**src/design/spio_pkg.sv**
```systemverilog
// Package of constants for the shared parallel I/O port
// Overview of operation
// - Every pin except supply, master clear and primary oscillator input is reachable by a port bit and peripherals.
// - A pin that an enabled peripheral is actively driving is not used as a port output.
// - While a peripheral drives a pin the port driver is off, yet the pin level stays readable.
// - An enabled peripheral that is not actively driving a pin leaves that pin to the port latch.
// - Per pin, two multiplexers pick peripheral or port for pad data and enable, peripheral first.
// - A direction bit of one makes the pin an input with the port driver released.
// - Reset sets every direction bit so all pins come up as inputs.
// - Reading the latch register returns the latch, and writing it updates the latch.
// - Reading the pin-value register returns the sampled pins, and writing it stores into the latch.
// - Bits absent on a variant read as zero in latch, direction and pin-value registers.
// - A pin shared only with input functions behaves as a dedicated port pin.
package spio_pkg;
   // =====================================================
   // Register offsets
   localparam logic [3:0] SPIO_PIN_DIRECTION_REG = 4'h0;
   localparam logic [3:0] SPIO_OUTPUT_LATCH_REG  = 4'h2;
   localparam logic [3:0] SPIO_PIN_VALUE_REG     = 4'h4;
   // =====================================================
   // Reset values and port width
   localparam logic [15:0] SPIO_DIR_RESET   = 16'hffff;
   localparam logic [15:0] SPIO_LATCH_RESET = 16'h0000;
   localparam logic [15:0] SPIO_PORT_WIDTH  = 16'h0010;
endpackage : spio_pkg

```
**src/design/spio_pad_mux.sv**
```systemverilog
// Per-pin pad ownership multiplexer pair
module spio_pad_mux (
   input  wire logic i_periph_drive,
   input  wire logic i_periph_data,
   input  wire logic i_dir_in,
   input  wire logic i_latch,
   output logic      o_pad_out,
   output logic      o_pad_oe
);
   // =====================================================
   // Peripheral wins; port uses latch when direction is output
   assign o_pad_out = i_periph_drive ? i_periph_data : i_latch;
   assign o_pad_oe  = i_periph_drive | ~i_dir_in;
endmodule : spio_pad_mux

```
**src/design/spio_port.sv**
```systemverilog
// Shared parallel I/O port top level
module spio_port #(
   parameter int          WIDTH      = 16,
   parameter logic [15:0] VALID_MASK = 16'hffff
) (
   input  wire logic             I_CLK,
   input  wire logic             I_SRST,
   input  wire logic [3:0]       I_ADDR,
   input  wire logic [15:0]      I_WDATA,
   input  wire logic             I_WR,
   input  wire logic             I_RD,
   output logic      [15:0]      O_RDATA,
   input  wire logic [WIDTH-1:0] I_PAD_IN,
   output logic      [WIDTH-1:0] O_PAD_OUT,
   output logic      [WIDTH-1:0] O_PAD_OE,
   input  wire logic [WIDTH-1:0] I_PERIPH_DRIVE,
   input  wire logic [WIDTH-1:0] I_PERIPH_DATA,
   output logic      [WIDTH-1:0] O_PIN_LEVEL
);
   logic [WIDTH-1:0] mask;
   logic [WIDTH-1:0] dir_q;
   logic [WIDTH-1:0] latch_q;
   logic [WIDTH-1:0] pad_s1_q;
   logic [WIDTH-1:0] pad_s2_q;
   logic [WIDTH-1:0] pad_out_d;
   logic [WIDTH-1:0] pad_oe_d;
   logic [15:0]      rdata_d;
   logic             wr_dir;
   logic             wr_lat;
   logic [WIDTH-1:0] dir_rd;
   logic [WIDTH-1:0] lat_rd;
   logic [WIDTH-1:0] pin_rd;

   // =====================================================
   // Decode; latch and pin-value writes both land in the latch
   assign mask   = VALID_MASK[WIDTH-1:0];
   assign wr_dir = I_WR && (I_ADDR == spio_pkg::SPIO_PIN_DIRECTION_REG);
   assign wr_lat = I_WR && (I_ADDR == spio_pkg::SPIO_OUTPUT_LATCH_REG
                         || I_ADDR == spio_pkg::SPIO_PIN_VALUE_REG);
   // Absent bits read as zero everywhere
   assign dir_rd = dir_q & mask;
   assign lat_rd = latch_q & mask;
   assign pin_rd = pad_s2_q & mask;
   always_comb begin
      rdata_d = 16'h0000;
      if (I_RD) begin
         unique case (I_ADDR)
            spio_pkg::SPIO_PIN_DIRECTION_REG: rdata_d[WIDTH-1:0] = dir_rd;
            spio_pkg::SPIO_OUTPUT_LATCH_REG:  rdata_d[WIDTH-1:0] = lat_rd;
            spio_pkg::SPIO_PIN_VALUE_REG:     rdata_d[WIDTH-1:0] = pin_rd;
            default:                          rdata_d = 16'h0000;
         endcase
      end
   end

   // =====================================================
   // Control registers; reset makes every pin an input
   always_ff @(posedge I_CLK) begin
      if (I_SRST) begin
         dir_q   <= spio_pkg::SPIO_DIR_RESET[WIDTH-1:0];
         latch_q <= spio_pkg::SPIO_LATCH_RESET[WIDTH-1:0];
      end else begin
         if (wr_dir) begin
            dir_q <= I_WDATA[WIDTH-1:0] | ~mask;                     // absent bits stay inputs
         end
         if (wr_lat) begin
            latch_q <= I_WDATA[WIDTH-1:0] & mask;
         end
      end
   end

   // =====================================================
   // Pad input synchroniser, pins are asynchronous
   always_ff @(posedge I_CLK) begin
      if (I_SRST) begin
         pad_s1_q <= '0;
         pad_s2_q <= '0;
      end else begin
         pad_s1_q <= I_PAD_IN;
         pad_s2_q <= pad_s1_q;
      end
   end

   // =====================================================
   // One mux pair per pin; present pins get port and peripheral paths, absent pins neither
   for (genvar g = 0; g < WIDTH; g++) begin : g_pin
      spio_pad_mux u_mux (
         .i_periph_drive (I_PERIPH_DRIVE[g] & mask[g]),
         .i_periph_data  (I_PERIPH_DATA[g]),
         .i_dir_in       (dir_q[g] | ~mask[g]),
         .i_latch        (latch_q[g]),
         .o_pad_out      (pad_out_d[g]),
         .o_pad_oe       (pad_oe_d[g])
      );
   end

   // =====================================================
   // Registered outputs; costs a cycle of pad latency
   always_ff @(posedge I_CLK) begin
      if (I_SRST) begin
         O_PAD_OUT   <= '0;
         O_PAD_OE    <= '0;
         O_RDATA     <= 16'h0000;
         O_PIN_LEVEL <= '0;
      end else begin
         O_PAD_OUT   <= pad_out_d;
         O_PAD_OE    <= pad_oe_d;
         O_RDATA     <= rdata_d;
         O_PIN_LEVEL <= pin_rd;
      end
   end
endmodule : spio_port

```
**config.mk**
```make
export PLATFORM = sky130hd
export DESIGN_NAME = spio_port
export DESIGN_NICKNAME = d
export VERILOG_FILES = /design/src/design/spio_pkg.sv /design/src/design/spio_pad_mux.sv /design/src/design/spio_port.sv
export SDC_FILE = /design/constraint.sdc
export NUM_CORES = 1
export LEC_CHECK = 0
export ABC_AREA = 0
export BUFFER_PORTS_ARGS = -buffer_cell sky130_fd_sc_hd__buf_2
export CAP_MARGIN = 20
export CORE_MARGIN = 2
export CORE_UTILIZATION = 25
export DETAILED_ROUTE_END_ITERATION = 8
export MAX_ROUTING_LAYER = met4
export PLACE_DENSITY = 0.51
export REMOVE_ABC_BUFFERS = 1
export SLEW_MARGIN = 5
export SYNTH_ARGS = -nofsm -noshare
export SYNTH_HDL_FRONTEND = slang
export SYNTH_HIERARCHICAL = 1
export SYNTH_SLANG_ARGS = --single-unit
```
**constraint.sdc**
```tcl
create_clock -name I_CLK -period 2.2 [get_ports I_CLK]
set_input_delay 0.11 -clock I_CLK [delete_from_list [all_inputs] [get_ports I_CLK]]
set_output_delay 0.11 -clock I_CLK [all_outputs]
set_load 0.05 [all_outputs]
```
==> results by group <==
Clock tree
  • Clock sinks: around 130
  • Clk_lat worst skew: about 0.41 ns
  • CTS tree: yes
  • H-tree lvl count: 4
  • Post-CTS Setup Bufs: 0
  • CTS Buffer Depth: 2
  • Worst-path clk slew: ~0.060 ns
  • Clk Tree Root Cell: clkbuf_16
  • CTS Buf Count: 17

Placed design
  • Port bufs: 135
  • Dpl cells: between 700 and 800
  • Pre-CTS WS: 0.353 ns
  • HPWL reported at the end of detailed placement: between 7 and 8 mm
  • Placed Area: around 5500 µm²
  • Placer Congestion: roughly 0.74

Pwr
  • Pwr/cell area: ~910 nW/µm²
  • P_int: between 4 and 5 mW
  • Static Leak: 2.75 nW
  • Combinational Power Share: under 10%
  • Switching share of power: between 20% and 30%
  • Reg power frac: around two fifths
  • Psw: around 1.4 mW
  • VDD IR-drop max: about 0.00052 V
  • Clock power frac: approximately half

Setup path
  • Critical path fanouts, max: 10
  • Startpoint types: input pin
  • CP Data Arrival Time: 1.78 ns
  • Kind of critical path: input pin to register
  • CP Data Required Time: between 2 and 3 ns
  • Crit. End Element: register

GRT
  • GRT Residual Overflow: 0
  • Antenna violations before repair: 1
  • Global-route wire length before repair: ~18 mm
  • Total GRT Usage: between 10% and 20%
  • Met2 usage: about a fifth
  • Met1 Usage GRT: 14.4%
  • Vias in the first global route: about 3400
  • Largest net degree at the start of global routing: 64
  • GRT busiest layer: met2
  • Met3 Usage GRT: under 10%

Synthesis
  • Yosys warns: 6
  • Distinct cells, synth: 21
  • Flops & latches, synth: 128
  • Gate Count Post-Synth: slightly above 400
  • Post-Syn Area per Cell: between 10 and 15 µm²
  • Seq/Total Area, Yosys: 56.0%
  • Synthesized area: ~4600 µm²

STA
  • Post-route setup TNS: 0 ns
  • Fmax: approximately 700 MHz
  • Max-slew headroom: between 30% and 40%
  • RSZ-0062 raised after global routing: no
  • Final number of hold-violating endpoints: 0
  • # setup viols final: 0
  • Max Slew Vio Count: 0
  • Setup ws final: around 0.76 ns
  • Min cycle time layout: about 1.4 ns
  • Worst-margin pin slew: 1.04 ns
  • Hold_ws: approximately 0.018 ns
  • Layout Skew: approximately 0.0063 ns
  • Crit share post-route: about two thirds

Job
  • Maximum Capacitance Violations: 0

Drt
  • Vias per cell: between 4 and 5
  • Final antenna-violating net count: 0
  • DRC: 0
  • Via count: between 3000 and 4000
  • Routed Wire Length: ~11 mm
  • TritonRoute pass-1 iters: 4
  • Avg WL per Cell: between 10 and 15 µm
  • First DRT Iteration DRCs: about 110

Final layout
  • Fill cells: ~1800
  • P&R area growth vs syn: 40.3%
  • Finished Layout Cells: 824
  • Layout Nets: around 650
  • Final instance area: approximately 6400 µm²
  • Layout cells sized above 1: between 30% and 40%

Floorplanning
  • Row cnt: 49
  • Die X: 139 µm
  • Core Region: between 15000 and 20000 µm²
  • I/O pins: about 140
  • Initial Util: approximately a quarter
  • Die ar.: approximately 19000 µm²
  • Die Height: ~140 µm

Hold path
  • Hold Path Class: input pin to register

Run status
  • Outcome: completed
path summary, 6_finish.rpt:
path / endpoint / slack, ns / cells past startpoint / from
max: lat_rd[3] / 0.76 / 5 / I_ADDR[1]
max reg2reg: O_RDATA[9] / 1.27 / 3 / dir_q[9]
min reg2reg: pad_s2_q[7] / 0.43 / 1 / pad_s1_q[7]
min: O_PAD_OE[11] / 0.02 / 3 / I_PERIPH_DRIVE[11]
worst max-delay path, cell delays in order:
cell and delay (ns):
buf_2 0.14, nor2b_1 0.83, o211a_1 0.25, buf_4 0.24, mux2i_1 0.20
area by class of cell:
| cell class | instances | area, µm² | area share [%] |
|---|---|---|---|
| flip-flops and latches | 128 | 2560 | 39.9 |
| multi-input cells | 258 | 1880 | 29.3 |
| repair buffers | 177 | 1090 | 16.9 |
| clock buffers | 18 | 439 | 6.84 |
| well taps | 229 | 287 | 4.46 |
| clock inverters | 13 | 164 | 2.55 |
| diodes | 1 | 2.50 | 0.0390 |
synthesized netlist by cell type:
master,n,area (µm²)
nor2_1,40,150
nor4_2,1,12.5
clkbuf_1,17,63.8
mux2_4,16,240
nor4b_4,1,23.8
buf_2,1,5.00
and3b_1,1,8.76
dfxtp_1,128,2560
nor2b_1,82,513
mux2i_1,32,320
mux2_2,7,78.8
o2bb2ai_1,9,78.8
nand2b_1,48,300
buf_4,3,22.5
and2_1,1,6.26
nand4b_1,1,8.76
a22oi_1,16,120
nor3_1,1,5.00
buf_6,4,45.0
nand2_1,1,3.75
o211a_1,1,10.0
through the flow:
stage	total power, mW	utilization (%)
4_1_cts	5.91	35.7
5_1_grt	6.06	35.8
3_3_place_gp	2.96	30.5
3_5_place_dp	2.96	30.5
2_1_floorplan	2.76	-
6_report	5.82	35.8
repair_timing:
item,in CTS,in global routing
hold buffers,33,0
resized for setup,0,0
endpoints found under the hold margin,49,0
per-layer routing:
layer	wire (µm)	vias up
li1	-	1695
met1	5010	1530
met2	5280	99
met3	807	12
met4	142	0
met5	0	-
cell families (layout without fill, tap and decap cells):
| family | count (synthesis) | after routing | synth area share [%] |
|---|---|---|---|
| other | 0 | 1 | 0 |
| AND/OR/NAND/NOR | 177 | 177 | 22.5 |
| flip-flops | 128 | 128 | 56.0 |
| AO/OA/AOI/OAI | 26 | 26 | 4.56 |
| multiplexers | 55 | 55 | 14.0 |
| buffers and inverters | 25 | 208 | 2.98 |
power by group through the flow:
stage	clock, mW	combinational (mW)	sequential [mW]
6_report	2.87	0.530	2.42
5_1_grt	3.06	0.571	2.43
4_1_cts	2.94	0.537	2.42
3_5_place_dp	0	0.489	2.47
3_3_place_gp	0	0.483	2.47
2_1_floorplan	0	0.152	2.61
placed cells by master (no fill, tap or decap), types with 2 or more instances in the layout:
cell,netlist,final
nor2_1,40,40
clkbuf_16,0,17
nor2b_1,82,82
dfxtp_1,128,128
o2bb2ai_1,9,9
clkinv_2,0,2
mux2_4,16,16
buf_4,3,9
bufinv_16,0,3
mux2i_1,32,32
dlygate4sd3_1,0,33
a22oi_1,16,16
clkinvlp_4,0,5
clkinv_4,0,2
buf_2,1,134
mux2_2,7,7
nand2b_1,48,48
sequential cells by signal (all words and copies together), names as in the netlist:
register     flops
O_PAD_OE        16
O_RDATA         16
O_PIN_LEVEL     16
pad_s1_q        16
lat_rd          16
dir_q           16
O_PAD_OUT       16
pad_s2_q        16
(Power assumes the default switching activity.)
